==> config.mk <==
export PLATFORM = sky130hd
export DESIGN_NAME = shsf_core
export DESIGN_NICKNAME = d
export VERILOG_FILES = /design/src/hw/shsf_sync.v /design/src/hw/shsf_core.v
export VERILOG_INCLUDE_DIRS = /design/src /design/src/hw
export SDC_FILE = /design/constraint.sdc
export NUM_CORES = 1
export LEC_CHECK = 0
export BUFFER_PORTS_ARGS = -buffer_cell sky130_fd_sc_hd__buf_2
export CAP_MARGIN = 20
export CORE_MARGIN = 4
export CORE_UTILIZATION = 35
export CTS_CLUSTER_SIZE = 10
export DETAILED_ROUTE_END_ITERATION = 8
export GPL_TIMING_DRIVEN = 0
export PLACE_DENSITY_LB_ADDON = 0.12
export RECOVER_POWER = 50
export SYNTH_ARGS = -nofsm -noshare
export SYNTH_HDL_FRONTEND = slang
export SYNTH_SLANG_ARGS = --single-unit
==> constraint.sdc <==
create_clock -name ref_clk_in -period 5.45 [get_ports ref_clk_in]
set_clock_uncertainty 0.2 [all_clocks]
set_input_delay 0.2725 -clock ref_clk_in [delete_from_list [all_inputs] [get_ports ref_clk_in]]
set_output_delay 0.2725 -clock ref_clk_in [all_outputs]
set_load 0.02 [all_outputs]
==> src/hw/shsf_map.vh <==
// Register map and constants for the serial host status-flag block.
// Assumes inclusion by the design files only; definitions only.
`ifndef SHSF_MAP_VH
`define SHSF_MAP_VH
// Register addresses (plain port, word index)
`define SHSF_ADDR_CTRL     4'h0
`define SHSF_ADDR_STATUS   4'h1
`define SHSF_ADDR_TXHOLD   4'h2
`define SHSF_ADDR_RXQUEUE  4'h3
`define SHSF_ADDR_VECTOR   4'h4
// Control register fields
`define SHSF_CTL_ENABLE    0
`define SHSF_CTL_I2C       1
`define SHSF_CTL_MASTER    2
`define SHSF_CTL_CLOCK_PHASE_SELECT      3
`define SHSF_CTL_CPOL      4
`define SHSF_CTL_FREEZE    5
`define SHSF_CTL_STOPST    6
`define SHSF_CTL_TXREQ     7
`define SHSF_CTL_RXREQ     8
`define SHSF_CTL_DIVHI     15
`define SHSF_CTL_DIVLO     9
`define SHSF_CTL_RESET     16'h0000
// Status register bit positions
`define SHSF_ST_TUE        14
`define SHSF_ST_TDE        15
`define SHSF_ST_RNE        17
`define SHSF_ST_RFF        19
`define SHSF_ST_ROE        20
`define SHSF_ST_BER        21
`define SHSF_ST_BUSY       22
// Interrupt vector codes
`define SHSF_VEC_NONE      3'h0
`define SHSF_VEC_TXDATA    3'h1
`define SHSF_VEC_TXUNDER   3'h2
`define SHSF_VEC_RXDATA    3'h3
`define SHSF_VEC_RXOVER    3'h4
// Link sizes
`define SHSF_BITS_PER_WORD 5'h08
// SPI words are full width
`define SHSF_BITS_PER_SPI  5'h18
`endif

==> src/hw/shsf_sync.v <==
// Two-flip-flop synchroniser for asynchronous pin inputs.
// Assumes a free-running ref_clk_in and synchronous active-high reset.
`timescale 1ns/1ps
module shsf_sync #(
  parameter WIDTH = 4,
  parameter [WIDTH-1:0] INIT = {WIDTH{1'b0}}
) (
  // Clock and reset
  input  wire             ref_clk_in,
  input  wire             rst_in,
  // Asynchronous level in, synchronised level out
  input  wire [WIDTH-1:0] async_in,
  output reg  [WIDTH-1:0] sync_out
);
  reg [WIDTH-1:0] meta; // First stage, read only by the second

  // Two stages in series
  always @(posedge ref_clk_in)
  begin
    if (rst_in)
    begin
      meta     <= INIT;
      sync_out <= INIT;
    end
    else
    begin
      meta     <= async_in;
      sync_out <= meta;
    end
  end
endmodule // shsf_sync

==> src/hw/shsf_core.v <==
// Serial host port with status flags: SPI or I2C, master or slave.
// Assumes software on a plain strobe port and pins from another domain.
//
// Summary of operation
// - Underrun only in slave modes, in I2C only with freeze clear
// - Underrun when holding and shifter empty
// - I2C underrun at ACK fall, resend word
// - SPI underrun: first edge or select assertion
// - Transmit vector chooses underrun or data
// - Underrun cleared by status read, holding write
// - Empty set on holding-to-shifter transfer, in SPI master phase 0 at word end
// - Empty cleared on holding write, set on reset
// - Not-empty flag follows queue occupancy
// - Full flag follows queue full
// - Overrun on full queue, word discarded
// - No overrun in I2C master or freeze
// - Receive vector chooses overrun or data
// - Overrun cleared by status read then queue read
// - I2C master no-ack: error, stop, suspend
// - SPI master select low: error, suspend
// - Bus error cleared only by resets
// - I2C busy from start to stop
// - SPI busy from select or pending data
// - SPI master drives MOSI, SPI slave drives MISO
// - Unselected slave keeps MISO released
//
// Design decisions made here: the plain strobed port and the register offsets.
`timescale 1ns/1ps
`include "shsf_map.vh"
module shsf_core #(
  parameter DW     = 24,  // Data word width
  parameter QDEPTH = 3,   // Receive queue depth
  parameter QAW    = 2    // Queue pointer width
) (
  // Clock and reset
  input  wire          ref_clk_in,
  input  wire          rst_in,
  // Register port
  input  wire [3:0]    reg_addr_in,
  input  wire [23:0]   reg_wdata_in,
  input  wire          reg_wr_in,
  input  wire          reg_rd_in,
  output reg  [23:0]   reg_rdata_out,
  // Serial clock pin
  input  wire          sck_in,
  output reg           sck_out,
  output reg           sck_oe_out,
  // Master out / slave in data
  input  wire          mosi_in,
  output reg           mosi_out,
  output reg           mosi_oe_out,
  // Master in / slave out data, I2C data
  input  wire          miso_in,
  output reg           miso_out,
  output reg           miso_oe_out,
  // Slave select, active low
  input  wire          ss_n_in,
  // Vector of the pending request
  output reg  [2:0]    vector_out
);
  // Control register fields
  reg  [15:0]   ctrl;
  wire          en      = ctrl[`SHSF_CTL_ENABLE];
  wire          i2c     = ctrl[`SHSF_CTL_I2C];
  wire          mst     = ctrl[`SHSF_CTL_MASTER];
  wire          clock_phase_select    = ctrl[`SHSF_CTL_CLOCK_PHASE_SELECT];
  wire          cpol    = ctrl[`SHSF_CTL_CPOL];
  wire          freeze  = ctrl[`SHSF_CTL_FREEZE];
  wire          stopst  = ctrl[`SHSF_CTL_STOPST];
  wire [6:0]    div     = ctrl[`SHSF_CTL_DIVHI:`SHSF_CTL_DIVLO];
  // Individual reset: block disabled, Stop state or hard reset
  wire          clr     = rst_in | ~en | stopst;

  // Synchronised pins
  wire [3:0]    pins_s;
  shsf_sync #(.WIDTH(4), .INIT(4'hb)) u_sync (
    .ref_clk_in (ref_clk_in),
    .rst_in     (rst_in),
    .async_in   ({ss_n_in, miso_in, mosi_in, sck_in}),
    .sync_out   (pins_s)
  );
  wire          sck_s   = pins_s[0];
  wire          mosi_s  = pins_s[1];
  wire          miso_s  = pins_s[2];
  wire          ss_n_s  = pins_s[3];

  // Edge history of the sampled pins
  reg           sck_d;
  reg           sda_d;
  reg           ss_n_d;
  always @(posedge ref_clk_in)
  begin
    if (rst_in)
    begin
      sck_d  <= 1'b1;
      sda_d  <= 1'b1;
      ss_n_d <= 1'b1;
    end
    else
    begin
      sck_d  <= sck_s;
      sda_d  <= miso_s;
      ss_n_d <= ss_n_s;
    end
  end
  wire          sel      = ~ss_n_s;                   // Slave selected
  wire          sel_rise = ss_n_d & ~ss_n_s;          // Select asserted
  wire          sel_fall = ~ss_n_d & ss_n_s;          // Select released
  wire          ext_lead = (sck_s ^ cpol) & ~(sck_d ^ cpol); // Leading edge
  wire          ext_trail= ~(sck_s ^ cpol) & (sck_d ^ cpol); // Trailing edge
  wire          scl_fall = sck_d & ~sck_s;
  wire          scl_rise = ~sck_d & sck_s;
  wire          i2c_start= i2c & sck_s & sck_d & sda_d & ~miso_s;
  wire          i2c_stop = i2c & sck_s & sck_d & ~sda_d & miso_s;

  // Data path state
  reg [DW-1:0]  tx_hold;      // Transmit holding register
  reg [DW-1:0]  shifter;      // Serial shift register
  reg [DW-1:0]  last_tx;      // Word last loaded, for resend
  reg [DW-1:0]  rxq [0:QDEPTH-1]; // Receive queue
  reg [QAW-1:0] wp;
  reg [QAW-1:0] rp;
  reg [QAW:0]   cnt;          // Queue occupancy
  reg [4:0]     bitn;         // Bits moved in current word
  reg           sh_full;      // Shifter holds a word to send
  reg           active;       // Word in progress
  reg           tde;          // Transmit empty flag
  reg           tue;          // Transmit underrun flag
  reg           roe;          // Receive overrun flag
  reg           ber;          // Bus error flag
  reg           busy_i2c;     // I2C bus busy
  reg           halt;         // Master transmission suspended
  reg           st_seen_tue;  // Status read saw underrun
  reg           st_seen_roe;  // Status read saw overrun
  reg           ack_phase;    // I2C acknowledge bit slot
  reg [6:0]     divcnt;       // Master clock divider
  reg           mclk;         // Master clock level (polarity-free)

  wire          rnf   = (cnt != {(QAW+1){1'b0}});
  wire          rff   = (cnt == QDEPTH[QAW:0]);
  wire          busy  = i2c ? busy_i2c : (mst ? (~tde | sh_full | active) : sel);
  wire          wr_tx = reg_wr_in & (reg_addr_in == `SHSF_ADDR_TXHOLD);
  wire          rd_rx = reg_rd_in & (reg_addr_in == `SHSF_ADDR_RXQUEUE) & rnf;
  wire          rd_st = reg_rd_in & (reg_addr_in == `SHSF_ADDR_STATUS);
  wire          can_under = ~mst & (~i2c | ~freeze);
  wire [QAW-1:0] wp_next = (wp == QDEPTH[QAW-1:0] - 1'b1) ? {QAW{1'b0}} : wp + 1'b1;
  wire [QAW-1:0] rp_next = (rp == QDEPTH[QAW-1:0] - 1'b1) ? {QAW{1'b0}} : rp + 1'b1;

  // Master tick generator: half-period strobes
  wire          mtick = (divcnt == div);
  always @(posedge ref_clk_in)
  begin
    if (clr | ~mst)
      divcnt <= 7'h00;
    else if (mtick)
      divcnt <= 7'h00;
    else
      divcnt <= divcnt + 7'h01;
  end

  // Events that drive shifting
  // Sample and launch by role
  wire          m_run    = mst & ~i2c & active;
  wire          m_lead   = m_run & mtick & ~mclk;
  wire          m_trail  = m_run & mtick & mclk;
  wire          s_lead   = ~mst & ~i2c & sel & ext_lead;
  wire          s_trail  = ~mst & ~i2c & sel & ext_trail;
  wire          smp      = clock_phase_select ? (m_trail | s_trail) : (m_lead | s_lead);
  wire          lch      = clock_phase_select ? (m_lead | s_lead) : (m_trail | s_trail);
  wire          i2c_smp  = i2c & scl_rise & busy_i2c & ~ack_phase;
  wire          i2c_ackf = i2c & scl_fall & ack_phase;
  wire          din      = i2c ? miso_s : (mst ? miso_s : mosi_s);
  // I2C moves bytes, SPI moves whole words
  wire [4:0]    wlen     = i2c ? `SHSF_BITS_PER_WORD : `SHSF_BITS_PER_SPI;
  wire          word_done= (bitn == wlen - 5'h01) & (smp | i2c_smp);
  // SPI word start for underrun check
  wire          spi_start= ~i2c & ~mst & ((clock_phase_select & ext_lead & sel & ~active) | (~clock_phase_select & sel_rise));

  // Main sequential process: flags, shifter, queue
  always @(posedge ref_clk_in)
  begin
    if (clr)
    begin
      tue <= 1'b0;
      tde <= 1'b1;
      roe <= 1'b0;
      ber <= 1'b0;
      busy_i2c <= 1'b0;
      halt <= 1'b0;
      sh_full <= 1'b0;
      active <= 1'b0;
      bitn <= 5'h00;
      wp <= {QAW{1'b0}};
      rp <= {QAW{1'b0}};
      cnt <= {(QAW+1){1'b0}};
      ack_phase <= 1'b0;
      mclk <= 1'b0;
      st_seen_tue <= 1'b0;
      st_seen_roe <= 1'b0;
      tx_hold <= {DW{1'b0}};
      shifter <= {DW{1'b0}};
      last_tx <= {DW{1'b0}};
    end
    else
    begin
      // Remember what a status read saw
      if (rd_st)
      begin
        st_seen_tue <= tue;
        st_seen_roe <= roe;
      end
      if (wr_tx)
      begin
        tx_hold <= reg_wdata_in;
        tde <= 1'b0;
        if (st_seen_tue)
        begin
          tue <= 1'b0;
          st_seen_tue <= 1'b0;
        end
      end
      if (~tde & ~sh_full & ~active & ~wr_tx)
      begin
        shifter <= tx_hold;
        last_tx <= tx_hold;
        sh_full <= 1'b1;
        if (~(mst & ~i2c & ~clock_phase_select))
          tde <= 1'b1;
      end
      // Master clock toggles while a word runs
      if (m_run & mtick)
        mclk <= ~mclk;
      if (mst & ~i2c & sh_full & ~active & ~halt)
      begin
        active <= 1'b1;
        bitn <= 5'h00;
      end
      // Slave word starts, check for underrun
      if (spi_start)
      begin
        active <= 1'b1;
        bitn <= 5'h00;
        if (~sh_full & tde & can_under)
          tue <= 1'b1;
      end
      // Shift in the sampled bit
      if (smp | i2c_smp)
      begin
        shifter <= {shifter[DW-2:0], din};
        bitn <= bitn + 5'h01;
      end
      // Word complete
      if (word_done)
      begin
        bitn <= 5'h00;
        active <= 1'b0;
        sh_full <= 1'b0;
        mclk <= 1'b0;
        // Master phase 0: empty after word
        if (mst & ~i2c & ~clock_phase_select & ~wr_tx)
          tde <= 1'b1;
        if (i2c)
          ack_phase <= 1'b1;
        if (rff & ~rd_rx)
        begin
          // No overrun in I2C master or freeze
          if (~(i2c & (mst | freeze)))
            roe <= 1'b1;
        end
        else
        begin
          rxq[wp] <= {shifter[DW-2:0], din};
          wp <= wp_next;
        end
      end
      if (i2c_ackf)
      begin
        ack_phase <= 1'b0;
        if (~sh_full & tde & can_under)
        begin
          tue <= 1'b1;
          shifter <= last_tx;
          sh_full <= 1'b1;
        end
        if (mst & miso_s)
        begin
          ber <= 1'b1;
          halt <= 1'b1;
          busy_i2c <= 1'b0;
        end
      end
      if (mst & ~i2c & sel)
      begin
        ber <= 1'b1;
        halt <= 1'b1;
      end
      // Slave word abandoned when select released
      if (~mst & ~i2c & sel_fall)
        active <= 1'b0;
      // I2C busy from start to stop
      if (i2c_start)
        busy_i2c <= 1'b1;
      else if (i2c_stop)
        busy_i2c <= 1'b0;
      if (rd_rx)
      begin
        rp <= rp_next;
        if (st_seen_roe)
        begin
          roe <= 1'b0;
          st_seen_roe <= 1'b0;
        end
      end
      if (word_done & ~(rff & ~rd_rx) & ~rd_rx)
        cnt <= cnt + 1'b1;
      else if (rd_rx & ~(word_done))
        cnt <= cnt - 1'b1;
    end
  end

  // Control register; status is read-only
  always @(posedge ref_clk_in)
  begin
    if (rst_in)
      ctrl <= `SHSF_CTL_RESET;
    else if (reg_wr_in & (reg_addr_in == `SHSF_ADDR_CTRL))
      ctrl <= reg_wdata_in[15:0];
  end

  // Status word assembly
  // Full flag from occupancy
  reg [23:0]    status;
  always @*
  begin
    status = 24'h000000;
    status[15:0] = ctrl;
    status[`SHSF_ST_TUE]  = tue;
    status[`SHSF_ST_TDE]  = tde;
    status[`SHSF_ST_RNE]  = rnf;
    status[`SHSF_ST_RFF]  = rff;
    status[`SHSF_ST_ROE]  = roe;
    status[`SHSF_ST_BER]  = ber;
    status[`SHSF_ST_BUSY] = busy;
  end

  // Vector selection for pending requests
  reg [2:0]     next_vector;
  always @*
  begin
    next_vector = `SHSF_VEC_NONE;
    if (ctrl[`SHSF_CTL_RXREQ] & (roe | rnf))
      next_vector = roe ? `SHSF_VEC_RXOVER : `SHSF_VEC_RXDATA;
    else if (ctrl[`SHSF_CTL_TXREQ] & (tue | tde))
      next_vector = tue ? `SHSF_VEC_TXUNDER : `SHSF_VEC_TXDATA;
  end

  // Read data, one cycle after the strobe
  // Writes to the status address never reach status flags
  always @(posedge ref_clk_in)
  begin
    if (rst_in)
    begin
      reg_rdata_out <= 24'h000000;
      vector_out    <= `SHSF_VEC_NONE;
    end
    else
    begin
      vector_out <= next_vector;
      if (reg_rd_in)
      begin
        case (reg_addr_in)
          `SHSF_ADDR_CTRL:    reg_rdata_out <= {8'h00, ctrl};
          `SHSF_ADDR_STATUS:  reg_rdata_out <= status;
          `SHSF_ADDR_TXHOLD:  reg_rdata_out <= tx_hold;
          `SHSF_ADDR_RXQUEUE: reg_rdata_out <= rnf ? rxq[rp] : 24'h000000;
          `SHSF_ADDR_VECTOR:  reg_rdata_out <= {21'h000000, next_vector};
          default:            reg_rdata_out <= 24'h000000;
        endcase
      end
      else
        reg_rdata_out <= 24'h000000;
    end
  end

  // Pin drivers
  // Role decides which data pin drives
  always @(posedge ref_clk_in)
  begin
    if (clr)
    begin
      sck_out <= 1'b0;
      sck_oe_out <= 1'b0;
      mosi_out <= 1'b0;
      mosi_oe_out <= 1'b0;
      miso_out <= 1'b0;
      miso_oe_out <= 1'b0;
    end
    else
    begin
      // Follow the new clock level so the pin lines up with the data launch
      sck_out <= (mclk ^ (m_run & mtick)) ^ cpol;
      sck_oe_out <= mst & ~i2c;
      mosi_oe_out <= mst & ~i2c;
      if (mst & ~i2c & (lch | (~active & ~clock_phase_select)))
        mosi_out <= shifter[DW-1];
      miso_oe_out <= ~mst & ~i2c & sel;
      if (~mst & ~i2c & (lch | (~active & ~clock_phase_select)))
        miso_out <= shifter[DW-1];
    end
  end
endmodule // shsf_core

=== Word-level counts from Yosys, hierarchy flattened ===
Memories as Yosys holds them, arrays and structs flattened. A register that Yosys moved wholly into a read port is not among the register bits.
Index checks and enable logic that the tools add are counted.

* Memory bits (writable): 72
* Logic and storage cells: 235
* Register bits after elaboration: 161
* Output and inout bits: 33
* Memories kept: 1
* Bits of input ports: 36

* Bitwise operators: 103
* Multiplexer cells: 65
* Equal/unequal tests: 9
* Reductions and logical operators: 18
* $add $sub $neg: 7

{| class="wikitable"
|+ Memory list
! name !! words !! bits a word !! rd ports !! clocked after memory_dff !! write ports !! RTL line !! RTL
|-
| rxq || 3 || 24 || 1 || 1 || 1 || shsf_core.v:120 || <nowiki>reg [DW-1:0] rxq [0:QDEPTH-1];</nowiki>
|}

{| class="wikitable"
|+ Operators with widths
! operator !! number
|-
| 24-bit two-way mux || 5
|-
| 24-bit case mux with 5 select lines || 1
|-
| 1-bit bitwise AND || 61
|-
| 1-bit two-way mux || 45
|-
| 1-bit NOT || 24
|-
| 5-bit two-way mux || 4
|-
| 1-bit OR || 14
|-
| 2-bit two-way mux || 6
|-
| 3-bit two-way mux || 4
|-
| 3-bit nonzero test || 4
|-
| 4-bit by 2-bit equality test with 1-bit output, second input constant || 2
|-
| 2-bit AND reduction || 4
|-
| 2-bit nonzero test || 4
|-
| 2-bit OR reduction || 4
|-
| 7-bit by 1-bit adder with 7-bit output, second input constant || 1
|-
| 7-bit equality test || 1
|-
| 5-bit by 1-bit adder with 5-bit output, second input constant || 1
|-
| 5-bit equality test || 1
|-
| 5-bit by 1-bit subtractor with 5-bit output, second input constant || 1
|-
| 2-bit by 1-bit adder with 2-bit output, second input constant || 2
|-
| 2-bit equality test, second input constant || 2
|-
| 4-bit by 1-bit equality test with 1-bit output, second input constant || 1
|-
| 4-bit by 3-bit equality test with 1-bit output, second input constant || 1
|-
| 4-bit logical NOT || 1
|-
| other kinds (5) || 8
|}

=== Depth between registers and ports, before layout ===
Gate-level depths: netlist (run 1).

* Depth in word-level cells: 13
* Depth in mapped cells: 14
* Mapped depth without buffers: 13

=== Cells and area by module ===
From an unflattened synthesis (run 1), not the netlist that was laid out.

* Cells, all modules: 947
* Area, all modules: 9516.6 um^2

{| class="wikitable"
|+ By module, submodules not included
! module !! cells each !! seq. area each (um^2) !! instances !! area an instance (um^2)
|-
| shsf_core || 931 || 5265.0 || 1 || 9306.4
|-
| shsf_sync || 16 || 160.2 || 1 || 210.2
|}

=== Worst setup path before layout (run 1) ===
Ideal clock, no wire load.

* Path type: reg-to-reg
* Start point: register ctrl[2]
* End point: memory rxq[2][0] (enable)
* Buffers on the path: 2
* Library setup time: 0.440 ns
* Arrival: 3.817 ns
* Stages on the path, launching flop included: 12
* Data required time: 4.810 ns
* Clock period less this slack: 4.458 ns
* Slack: 0.992 ns
* Cell sequence: dfxtp_1 > clkbuf_1 > nor2b_1 > nand2_1 > nor2_1 > ha_1 > nand2b_1 > o32ai_2 > buf_2 > a21oi_4 > nand2_1 > nor3b_1

* Longest elaborated chain between the ends: 11
* Elaborated cells between the ends (all ways): 18
* Classes of those cells: 4 x mux; 14 x bitwise

{| class="wikitable"
|+ RTL lines
! item !! RTL line !! RTL
|-
| start: declaration || shsf_core.v:62 || <nowiki>reg [15:0] ctrl;</nowiki>
|-
| start signal: assignment || shsf_core.v:325 || <nowiki>ctrl <= `SHSF_CTL_RESET;</nowiki>
|-
| start signal: assignment || shsf_core.v:327 || <nowiki>ctrl <= reg_wdata_in[15:0];</nowiki>
|-
| 1-bit bitwise AND or 1-bit NOT (tied branches) || shsf_core.v:163, shsf_core.v:166, shsf_core.v:167 ||
|-
| 1-bit bitwise AND, on equally long branches || shsf_core.v:163, shsf_core.v:166, shsf_core.v:167 ||
|-
| 1-bit bitwise AND, on equally long branches (2 in a row) || - ||
|-
| 1-bit OR || shsf_core.v:168 || <nowiki>wire smp = clock_phase_select ? (m_trail | s_trail) : (m_lead | s_lead);</nowiki>
|-
| 1-bit two-way mux * || shsf_core.v:168 ||
|-
| 1-bit OR * || shsf_core.v:175 || <nowiki>wire word_done= (bitn == wlen - 5'h01) & (smp | i2c_smp);</nowiki>
|-
| 1-bit bitwise AND * || shsf_core.v:175 ||
|-
| 1-bit two-way mux * || shsf_core.v:253 || <nowiki>if (word_done)</nowiki>
|-
| 1-bit two-way mux * || shsf_core.v:182 || <nowiki>if (clr)</nowiki>
|-
| 1-bit two-way mux (not written as such) * || shsf_core.v:272 || <nowiki>rxq[wp] <= {shifter[DW-2:0], din};</nowiki>
|-
| end: declaration || shsf_core.v:120 ||
|}

Every way passes the cells marked *; elsewhere a longest branch is shown, timed or not.

=== Worst setup path in the final report (run 1) ===
* Start point: register ctrl[2]
* End point: memory rxq[0][23] (enable)

The elaborated chain is that of the path after synthesis.

==> reports/qor.txt, run 1 <==
status: complete, no violations
worst min path class: input port to flip-flop
PortBufs: 65
routability congestion estimate: 0.854
synthesized area: 9420 um^2
relative slew slack: 28.0%
unrepaired setup endpoints after global routing: no
Core ar.: 26,300 um^2
Final Instance Count excl. Fillers: 1,460
TritonCTS Buffers: 28
Worst path max stage delay: 480 ps
critical-path maximum fanout: 10
synth-to-layout area growth: 20.4%
gr ovfl total: 0
residual DRC count: 0
total via count after detailed routing: 7,727
peak supply drop: 0.211 mV
DIE AREA: 29,600 um^2
number of detailed-routing iterations run before antenna repair: 5
Critical Path Start Type: flip-flop
Die W: 172 um
worst reg-to-reg setup slack: 1420 ps
total wire length: 30,300 um
Clk pin slew, worst setup/hold paths: 60 ps
total of flip-flops plus latches after synthesis: 235
average routed wire per standard cell: 20.8 um
Final Max Tran Viols: 0
post-synth net total: 1,016
Crit path required time: 5500 ps
GRT Total Usage: 20.2%
clk buf depth: 3
pre-CTS WS: 1420 ps
predominant post-synthesis flop cell: sky130_fd_sc_hd__dfxtp_1
number of instances in the synthesized netlist: 975
clock sink total: 235
worst-skew pair later-pin latency: 540 ps
final number of setup-violating endpoints: 0
Critical Path AT: 4080 ps
number of vias per cell after detailed routing: 5.29
global-route wire length before repair: 45,000 um
vias in the first global route: 7,337
number of antenna violations at the first check in global routing: 0
pin count of the biggest net entering global routing: 25
slowest stage cell on the critical path: sky130_fd_sc_hd__nor3_2
Worst Tran Pin Value: 1070 ps
endpoint class of the critical path: flip-flop
fillcell total: 2,654
Power Total: 3660 uW
number of top-level pins: 69
initial cell density of the core: 35.8%
type of the worst setup path: flip-flop to flip-flop
portion of the post-synthesis area used by sequential elements: 57.6%
count of hold-fix buffers inserted at cts: 29
Unique masters post-synth: 60
max-cap viol count: 0
share of final-layout standard cells stronger than drive strength 1: 10.0%
number of gates resized after cts: 0
leakage power figure: 0.00374 uW
Post-synth EDFFs: 72
row count: 59
post-synthesis average cell area: 9.66 um^2
cells traversed along the worst timing path: clkbuf_1 -> nor2b_1 -> nand2_1 -> nor2_1 -> ha_1 -> nand2b_1 -> o32ai_2 -> buf_2 -> a21oi_4 -> nand2_1 -> nor3_2 -> buf_6 -> buf_6
Root Buffer Master: sky130_fd_sc_hd__clkbuf_16
H-tree levels: 1
Chip Height: 172 um
fin nets: 1,145
diode count: 0
final period utilization: 74.0%
Achievable Freq: 248 MHz
post-route worst setup slack: 1420 ps
remaining number of nets flagged by the antenna check after routing: 0
drt initial violations: 687
fraction of registers with async set or reset after synthesis: 0%
estimated wirelength of the detail-placed design: 21,400 um
number of post-CTS setup repair buffers: 0
PwrDens: 323 nW/um^2
TritonCTS clock tree: yes
Hold Fails Final Rpt: 0
Yosys warning total: 0
minimum clock period: 4030 ps
Inst Count DP: 1,380
[synth_stat cells (3+ instances only)]
cell type	count	share of area [%]
sky130_fd_sc_hd__dfxtp_1	163	35
sky130_fd_sc_hd__nor3_1	8	0.43
sky130_fd_sc_hd__nand2b_1	7	0.46
sky130_fd_sc_hd__or2_2	9	0.60
sky130_fd_sc_hd__nand4_1	4	0.27
sky130_fd_sc_hd__nor2b_1	6	0.40
sky130_fd_sc_hd__clkbuf_1	46	1.8
sky130_fd_sc_hd__nand3_1	13	0.69
sky130_fd_sc_hd__o21ai_1	4	0.21
sky130_fd_sc_hd__nand2_1	238	9.5
sky130_fd_sc_hd__buf_4	5	0.40
sky130_fd_sc_hd__buf_2	13	0.69
sky130_fd_sc_hd__a311o_1	24	2.6
sky130_fd_sc_hd__o21ai_0	30	1.6
sky130_fd_sc_hd__ha_1	4	0.53
sky130_fd_sc_hd__and3_1	4	0.27
sky130_fd_sc_hd__a211oi_1	4	0.32
sky130_fd_sc_hd__nand3b_1	3	0.24
sky130_fd_sc_hd__xor2_1	7	0.65
sky130_fd_sc_hd__a222oi_1	17	1.8
sky130_fd_sc_hd__buf_1	3	0.12
sky130_fd_sc_hd__a21oi_1	131	7.0
sky130_fd_sc_hd__or3b_1	3	0.28
sky130_fd_sc_hd__nor2_1	59	2.4
sky130_fd_sc_hd__mux2i_1	30	3.2
sky130_fd_sc_hd__and2_1	5	0.33
sky130_fd_sc_hd__mux2_2	3	0.36
sky130_fd_sc_hd__xnor2_1	10	0.93
sky130_fd_sc_hd__inv_1	5	0.20
sky130_fd_sc_hd__edfxtp_1	72	23
sky130_fd_sc_hd__o21a_1	3	0.24
sky130_fd_sc_hd__a22oi_1	5	0.40
[report_power, final]
part	total [uW]	switching, uW	internal, uW
logic	89.7	50.6	39.1
registers	1800	4.39	1800
clock network	1770	711	1060
total	3660	766	2900
[metrics by stage]
stage | setup TNS (ps) | hold slack [ps] | cell area, um^2 | utilization [%]
2_1_floorplan | 0 | 176 | 9420 | -
3_3_place_gp | -70010 | 196 | 10200 | 38.7
3_5_place_dp | 0 | 198 | 10200 | 38.9
4_1_cts | 0 | 20.0 | 11400 | 43.3
5_1_grt | 0 | 88.8 | 11300 | 43.2
6_report | 0 | 35.5 | 11300 | 43.2
[layer usage]
layer	global-route usage, %	vias up	wire length (um)
met2	32.7	239	14000
li1	-	3684	-
met5	0	-	0
met1	28.7	3761	13800
met4	4.24	0	585
met3	3.36	43	2000
[flip-flops by register name, indices dropped and copies added, names as in the netlist, 2 cells and up, named ones only]
name,count
rxq,72
last_tx,24
reg_rdata_out,24
shifter,24
tx_hold,24
ctrl,16
divcnt,7
bitn,5
u_sync.meta,4
u_sync.sync_out,4
cnt,3
vector_out,3
rp,2
wp,2
[kinds of logic (layout without fill, tap and decap cells)]
kind of cell | count (synthesis) | after routing | synth area share [%]
AOI/OAI and AO/OA | 236 | 236 | 15.9
xor gates and xnor gates | 17 | 17 | 1.58
adders and majority gates | 5 | 5 | 0.744
buffers and inverters | 74 | 224 | 3.48
DFF | 235 | 235 | 57.6
muxes | 34 | 34 | 3.69
and+or+nand+nor | 374 | 374 | 17.1
[final cells by class]
class,count,area [um^2],area share [%]
multi-input cells,666,3680,32.4
repair buffers,99,629,5.55
plain buffers,69,302,2.66
well taps,335,419,3.70
clock buffers,51,868,7.66
flip-flops and latches,235,5430,47.8
inverters,5,18.8,0.165
[worst max-delay path: cells and delay by family (launching register included)]
family                   cells  cell delay [ps]
AO/OA/AOI/OAI                2              430
buffers and inverters        4             1110
adder cells (fa/ha/maj)      1              210
AND/OR/NAND/NOR              6             1380
flip-flops                   1              380
[cells in the final DEF (no fill, tap or decap), types with 4 or more instances in the layout]
cell type / Yosys / layout
sky130_fd_sc_hd__nand2_1: 238 / 238
sky130_fd_sc_hd__dfxtp_1: 163 / 163
sky130_fd_sc_hd__a21oi_1: 131 / 131
sky130_fd_sc_hd__clkbuf_1: 46 / 100
sky130_fd_sc_hd__edfxtp_1: 72 / 72
sky130_fd_sc_hd__nor2_1: 59 / 59
sky130_fd_sc_hd__buf_2: 13 / 41
sky130_fd_sc_hd__mux2i_1: 30 / 30
sky130_fd_sc_hd__o21ai_0: 30 / 30
sky130_fd_sc_hd__clkbuf_16: 0 / 29
sky130_fd_sc_hd__dlygate4sd3_1: 0 / 29
sky130_fd_sc_hd__a311o_1: 24 / 24
sky130_fd_sc_hd__a222oi_1: 17 / 17
sky130_fd_sc_hd__nand3_1: 13 / 13
sky130_fd_sc_hd__xnor2_1: 10 / 10
sky130_fd_sc_hd__or2_2: 9 / 9
sky130_fd_sc_hd__xor2_1: 7 / 7
sky130_fd_sc_hd__nand2b_1: 7 / 7
sky130_fd_sc_hd__nor3_1: 8 / 7
sky130_fd_sc_hd__buf_6: 2 / 7
sky130_fd_sc_hd__nor2b_1: 6 / 6
sky130_fd_sc_hd__clkbuf_8: 0 / 6
sky130_fd_sc_hd__inv_1: 5 / 5
sky130_fd_sc_hd__a22oi_1: 5 / 5
sky130_fd_sc_hd__nand4_1: 4 / 4
sky130_fd_sc_hd__buf_4: 5 / 4
sky130_fd_sc_hd__o21ai_1: 4 / 4
sky130_fd_sc_hd__a211oi_1: 4 / 4
sky130_fd_sc_hd__ha_1: 4 / 4
[final timing paths]
path / end / cells past startpoint / from
worst min register to register: u_sync.sync_out[0] / 1 / u_sync.meta[0]
worst min-delay path: st_seen_roe / 4 / reg_addr_in[0]
worst max register to register: rxq[0][23] / 13 / ctrl[2]
worst max-delay path: rxq[0][23] / 13 / ctrl[2]
(Power assumes the default switching activity.)
==> run 2: changes to the inputs <==
==> constraint.sdc (replaced) <==
create_clock -name ref_clk_in -period 3.5 [get_ports ref_clk_in]
set_clock_uncertainty 0.2 [all_clocks]
set_input_delay 0.175 -clock ref_clk_in [delete_from_list [all_inputs] [get_ports ref_clk_in]]
set_output_delay 0.175 -clock ref_clk_in [all_outputs]
set_load 0.02 [all_outputs]
==> run 2 against run 1 <==
  * Sequential power increased by 56%
  * Largest cell class unchanged
  * Sequential cell count unchanged
  * Wire length decreased by 0.27%
  * Cell area increased by 2.2%
  * Maximum frequency increased by 20%
  * Power increased by 53%
  * Critical path depth increased by 1
  * Via count increased by 0.63%
  * Largest power group unchanged
==> reports/qor.txt, run 2 (synthesized netlist as in run 1, its figures left out) <==
row count: 59
relative slew slack: 26.0%
Power Total: 5600 uW
global-route wire length before repair: 44,200 um
share of final-layout standard cells stronger than drive strength 1: 12.0%
DIE AREA: 29,600 um^2
GRT Total Usage: 19.8%
TritonCTS clock tree: yes
gr ovfl total: 0
H-tree levels: 1
clk buf depth: 3
fillcell total: 2,620
status: complete, no violations
Critical Path Start Type: flip-flop
flip-flop count of the largest register, all copies and words added: 72
Crit path required time: 3770 ps
worst min path class: input port to flip-flop
drt initial violations: 649
minimum clock period: 3370 ps
TritonCTS Buffers: 28
post-route worst setup slack: 125 ps
remaining number of nets flagged by the antenna check after routing: 0
synth-to-layout area growth: 23.0%
Final Instance Count excl. Fillers: 1,475
Hold Fails Final Rpt: 0
peak supply drop: 0.293 mV
clock sink total: 235
PwrDens: 483 nW/um^2
Inst Count DP: 1,379
estimated wirelength of the detail-placed design: 21,000 um
critical-path maximum fanout: 4
Die W: 172 um
number of antenna violations at the first check in global routing: 0
number of detailed-routing iterations run before antenna repair: 6
pin count of the biggest net entering global routing: 25
Achievable Freq: 296 MHz
top library cells by usage in the layout, fill and taps aside: sky130_fd_sc_hd__nand2_1 (236), sky130_fd_sc_hd__dfxtp_1 (161), sky130_fd_sc_hd__a21oi_1 (131), sky130_fd_sc_hd__clkbuf_1 (96), sky130_fd_sc_hd__edfxtp_1 (72)
final period utilization: 96.4%
Final Max Tran Viols: 0
vias in the first global route: 7,123
type of the worst setup path: flip-flop to flip-flop
placed instance area: 10,300 um^2
PortBufs: 65
worst-skew pair later-pin latency: 540 ps
initial cell density of the core: 35.8%
number of vias per cell after detailed routing: 5.27
diode count: 0
leakage power figure: 0.00384 uW
summed area of non-filler cells in the final layout: 11,600 um^2
total wire length: 30,200 um
number of top-level pins: 69
Root Buffer Master: sky130_fd_sc_hd__clkbuf_16
residual DRC count: 0
final number of setup-violating endpoints: 0
area of the multi-input gates: 3750 um^2
Core ar.: 26,300 um^2
largest register by flop count: rxq
endpoint class of the critical path: flip-flop
average routed wire per standard cell: 20.5 um
pre-CTS WS: -392 ps
fin nets: 1,162
most frequent standard cell in the layout excluding fill and tap cells: sky130_fd_sc_hd__nand2_1
Worst Tran Pin Value: 1100 ps
combined flip-flop and latch cell area: 5430 um^2
routability congestion estimate: 0.833
unrepaired setup endpoints after global routing: yes
Critical Path AT: 3640 ps
TNS Setup: 0 ps
Clk pin slew, worst setup/hold paths: 60 ps
Chip Height: 172 um
total via count after detailed routing: 7,776
max-cap viol count: 0
[run 2: final timing paths]
| path | startpoint | endpoint | cells after the start | slack (ps) |
|---|---|---|---|---|
| hold reg to reg | u_sync.meta[0] | u_sync.sync_out[0] | 1 | 200 |
| setup / recovery | ctrl[12] | cnt[2] | 14 | 130 |
| setup reg to reg | ctrl[12] | cnt[2] | 14 | 130 |
| hold / removal | reg_addr_in[2] | reg_rdata_out[14] | 4 | 30 |
[run 2: power by group]
part	leakage, uW	internal, uW	total (uW)	switching (uW)
Clock	0.000396	1560	2650	1080
Combinational	0.00130	66.6	147	80.4
Sequential	0.00215	2800	2810	6.83
[run 2: metrics by stage]
step	hold WS [ps]	utilization [%]
floorplan	78.8	-
global placement	157	38.8
detailed placement	161	39.0
CTS	13.7	43.6
global route	72.5	44.1
finish	25.3	44.1
[run 2: worst max-delay path, stage by stage (launching register included)]
cell,delay [ps]
sky130_fd_sc_hd__dfxtp_2,350
sky130_fd_sc_hd__xor2_1,170
sky130_fd_sc_hd__nor4_2,290
sky130_fd_sc_hd__nand4_1,240
sky130_fd_sc_hd__nor2_2,240
sky130_fd_sc_hd__ha_2,210
sky130_fd_sc_hd__nand2b_4,120
sky130_fd_sc_hd__o32ai_4,120
sky130_fd_sc_hd__buf_6,170
sky130_fd_sc_hd__a21oi_4,210
sky130_fd_sc_hd__nand2_2,90
sky130_fd_sc_hd__fa_2,370
sky130_fd_sc_hd__and2_1,150
sky130_fd_sc_hd__a22oi_2,170
sky130_fd_sc_hd__mux2i_1,190
[run 2: area by class of cell]
class	instances	share of cell area (%)
Timing Repair Buffer	115	7.19
Buffer	69	2.73
Inverter	5	0.162
Tap cell	335	3.62
Multi-Input combinational cell	667	32.4
Clock buffer	48	7.05
Sequential cell	235	46.8
Clock inverter	1	0.0540
[run 2: routing by layer]
layer	part of all wire [%]	GRT usage [%]
met1	45	28.6
met2	46	31.9
met3	6.5	2.49
met4	1.9	4.58
met5	0	0
[run 2: timing repair]
action,CTS,global route
endpoints found under the hold margin,49,0
pin swaps,5,10
hold buffers,34,0
resized for setup,7,13
endpoints found under the setup margin,71,80
setup buffers,3,9
cloned,0,1
==> run 3: changes to the inputs <==
--- a/config.mk
+++ b/config.mk
@@ -6,6 +6,7 @@
 export SDC_FILE = /design/constraint.sdc
 export NUM_CORES = 1
 export LEC_CHECK = 0
+export ABC_AREA = 1
 export BUFFER_PORTS_ARGS = -buffer_cell sky130_fd_sc_hd__buf_2
 export CAP_MARGIN = 20
 export CORE_MARGIN = 4
==> run 3 against run 2 <==
  * Synthesized cell count increased by 6.5%
  * Maximum frequency increased by 4.4%
  * Critical endpoint is now rxq[0][8]
  * Global-route usage decreased by 0.50 points
  * First-iteration DRC count decreased by 10%
  * Sequential power about the same
  * Combinational power increased by 12%
  * Utilization decreased by 0.19 points
  * Worst hold slack got worse by 2.0 ps
==> reports/qor.txt, run 3 <==
Critical Path AT: 3260 ps
Chip Height: 173 um
routability congestion estimate: 0.836
status: complete, no violations
DIE AREA: 29,800 um^2
vias in the first global route: 7,566
max-cap viol count: 0
total wire length: 29,200 um
placed instance area: 10,300 um^2
estimated wirelength of the detail-placed design: 21,200 um
synth-to-layout area growth: 22.0%
top library cells by usage in the layout, fill and taps aside: sky130_fd_sc_hd__nand2_1 (243), sky130_fd_sc_hd__dfxtp_1 (163), sky130_fd_sc_hd__a21oi_1 (87), sky130_fd_sc_hd__nor2_1 (82), sky130_fd_sc_hd__clkbuf_1 (80)
Hold Fails Final Rpt: 0
WP buf/inv: 6
Root Buffer Master: sky130_fd_sc_hd__clkbuf_16
Unique masters post-synth: 52
fillcell total: 2,684
summed area of non-filler cells in the final layout: 11,600 um^2
unrepaired setup endpoints after global routing: no
leakage power figure: 0.00409 uW
total via count after detailed routing: 7,728
H-tree levels: 1
Yosys warning total: 0
global-route wire length before repair: 45,300 um
GRT Total Usage: 19.3%
post-synth net total: 1,079
CP delay by family, top: simple AND/OR/NAND/NOR gates
total of flip-flops plus latches after synthesis: 235
worst-skew pair later-pin latency: 530 ps
cell types with the highest counts after synthesis: sky130_fd_sc_hd__nand2_1 (241), sky130_fd_sc_hd__dfxtp_1 (163), sky130_fd_sc_hd__a21oi_1 (87), sky130_fd_sc_hd__nor2_1 (83), sky130_fd_sc_hd__edfxtp_1 (72)
part of the total power dissipated in combinational logic: 2.9%
remaining number of nets flagged by the antenna check after routing: 0
Post-synth EDFFs: 72
area share of the largest cell type after synthesis: 34.4%
average routed wire per standard cell: 19.0 um
Flop pwr share: 49.9%
share of final-layout standard cells stronger than drive strength 1: 13.6%
endpoint class of the critical path: flip-flop
Die W: 173 um
final number of setup-violating endpoints: 0
P_sw: 1180 uW
Critical Path Start Type: flip-flop
predominant post-synthesis flop cell: sky130_fd_sc_hd__dfxtp_1
minimum clock period: 3230 ps
cells traversed along the worst timing path: inv_2 -> nor2_2 -> inv_1 -> nor3_4 -> ha_1 -> inv_1 -> nand3_2 -> nand2_2 -> nand2_4 -> nand2_2 -> clkinv_2 -> nand3_4 -> nor3_4 -> buf_12 -> buf_16
Crit path required time: 3530 ps
PortBufs: 68
diode count: 0
most repeated cell in the gate-level netlist after synthesis: sky130_fd_sc_hd__nand2_1
Worst path max stage delay: 470 ps
gr ovfl total: 0
power share of the clock group: 47.2%
clk buf depth: 3
number of instances in the synthesized netlist: 1,038
clock sink total: 235
Core ar.: 26,400 um^2
post-synthesis average cell area: 9.14 um^2
final period utilization: 92.3%
slowest stage cell on the critical path: sky130_fd_sc_hd__dfxtp_1
TNS Setup: 0 ps
Worst Tran Pin Value: 962 ps
largest register by flop count: rxq
type of the worst setup path: flip-flop to flip-flop
pin count of the biggest net entering global routing: 14
residual DRC count: 0
worst hold slack: 23.3 ps
TritonCTS clock tree: yes
Clk pin slew, worst setup/hold paths: 50 ps
initial cell density of the core: 36.0%
TritonCTS Buffers: 28
number of vias per cell after detailed routing: 5.03
Final Max Tran Viols: 0
drt initial violations: 582
Inst Count DP: 1,443
row count: 59
number of detailed-routing iterations run before antenna repair: 5
Final Instance Count excl. Fillers: 1,537
most frequent standard cell in the layout excluding fill and tap cells: sky130_fd_sc_hd__nand2_1
Switching Fraction: 20.9%
leading cell types by total area after synthesis: sky130_fd_sc_hd__dfxtp_1 (34%), sky130_fd_sc_hd__edfxtp_1 (23%), sky130_fd_sc_hd__nand2_1 (9.5%)
synthesized area: 9480 um^2
Cell Int Power: 4460 uW
relative slew slack: 35.2%
dominant cell type by area after synthesis: sky130_fd_sc_hd__dfxtp_1
number of top-level pins: 69
worst min path class: input port to flip-flop
fraction of registers with async set or reset after synthesis: 0%
PwrDens: 487 nW/um^2
number of antenna violations at the first check in global routing: 0
portion of the post-synthesis area used by sequential elements: 57.2%
Achievable Freq: 309 MHz
flip-flop count of the largest register, all copies and words added: 72
critical-path maximum fanout: 13
peak supply drop: 0.337 mV
utilization after layout: 43.9%
fin nets: 1,224
run 3: timing repair:
action / CTS / global route
resized for setup: 1 / 4
hold endpoints to repair: 54 / 0
hold buffers: 39 / 0
endpoints found under the setup margin: 72 / 73
pin swaps: 2 / 0
setup buffers: 5 / 0
gates cloned: 1 / 0
run 3: cell families after synthesis:
group                    after synthesis  synth area share, %
AO/OA/AOI/OAI                        214                 14.3
XOR/XNOR                              10                0.924
adder cells (fa/ha/maj)                5                0.739
buffers and inverters                120                 5.44
flip-flops                           235                 57.2
AND/OR/NAND/NOR                      454                 21.4
run 3: worst paths after layout:
kind / from / end / slack [ps] / cells after the start
max: ctrl[2] / rxq[0][8] / 270 / 15
min: reg_addr_in[0] / reg_rdata_out[17] / 20 / 4
max reg2reg: ctrl[2] / rxq[0][8] / 270 / 15
min reg2reg: u_sync.meta[2] / u_sync.sync_out[2] / 200 / 2
run 3: routing by layer:
metal,wire length [um],global-route usage (%)
met4,780,4.92
met5,0,0
met2,12900,30.5
met3,1350,3.12
met1,14200,27.8
run 3: area by class of cell:
| cell class | instances | area, um^2 | area share [%] |
|---|---|---|---|
| Multi-Input combinational cell | 684 | 3550 | 30.7 |
| Timing Repair Buffer | 114 | 830 | 7.17 |
| Inverter | 68 | 260 | 2.25 |
| Buffer | 52 | 253 | 2.18 |
| Clock buffer | 46 | 790 | 6.82 |
| Sequential cell | 235 | 5430 | 46.9 |
| Tap cell | 335 | 419 | 3.62 |
| Clock inverter | 3 | 40.0 | 0.346 |
run 3: power by group through the flow:
stage	clock network, uW	registers, uW	logic, uW
3_3_place_gp	0	2870	134
2_1_floorplan	0	2870	73.1
4_1_cts	2730	2810	163
5_1_grt	2840	2810	181
6_report	2660	2810	164
3_5_place_dp	0	2870	135
run 3: worst reg2reg max path, cell delays in order, from the launching register on:
cell and delay [ps]:
sky130_fd_sc_hd__dfxtp_1 470, sky130_fd_sc_hd__inv_2 120, sky130_fd_sc_hd__nor2_2 170, sky130_fd_sc_hd__inv_1 180, sky130_fd_sc_hd__nor3_4 250, sky130_fd_sc_hd__ha_1 180
sky130_fd_sc_hd__inv_1 60, sky130_fd_sc_hd__nand3_2 70, sky130_fd_sc_hd__nand2_2 70, sky130_fd_sc_hd__nand2_4 130, sky130_fd_sc_hd__nand2_2 100, sky130_fd_sc_hd__clkinv_2 140
sky130_fd_sc_hd__nand3_4 190, sky130_fd_sc_hd__nor3_4 290, sky130_fd_sc_hd__buf_12 160, sky130_fd_sc_hd__buf_16 150
run 3: stage by stage:
step	setup slack, ps	total power (uW)
after floorplan	47.5	2940
after global placement	-1150	3000
after detailed placement	-269	3000
after CTS	53.8	5700
after global routing	8.75	5830
final	269	5640
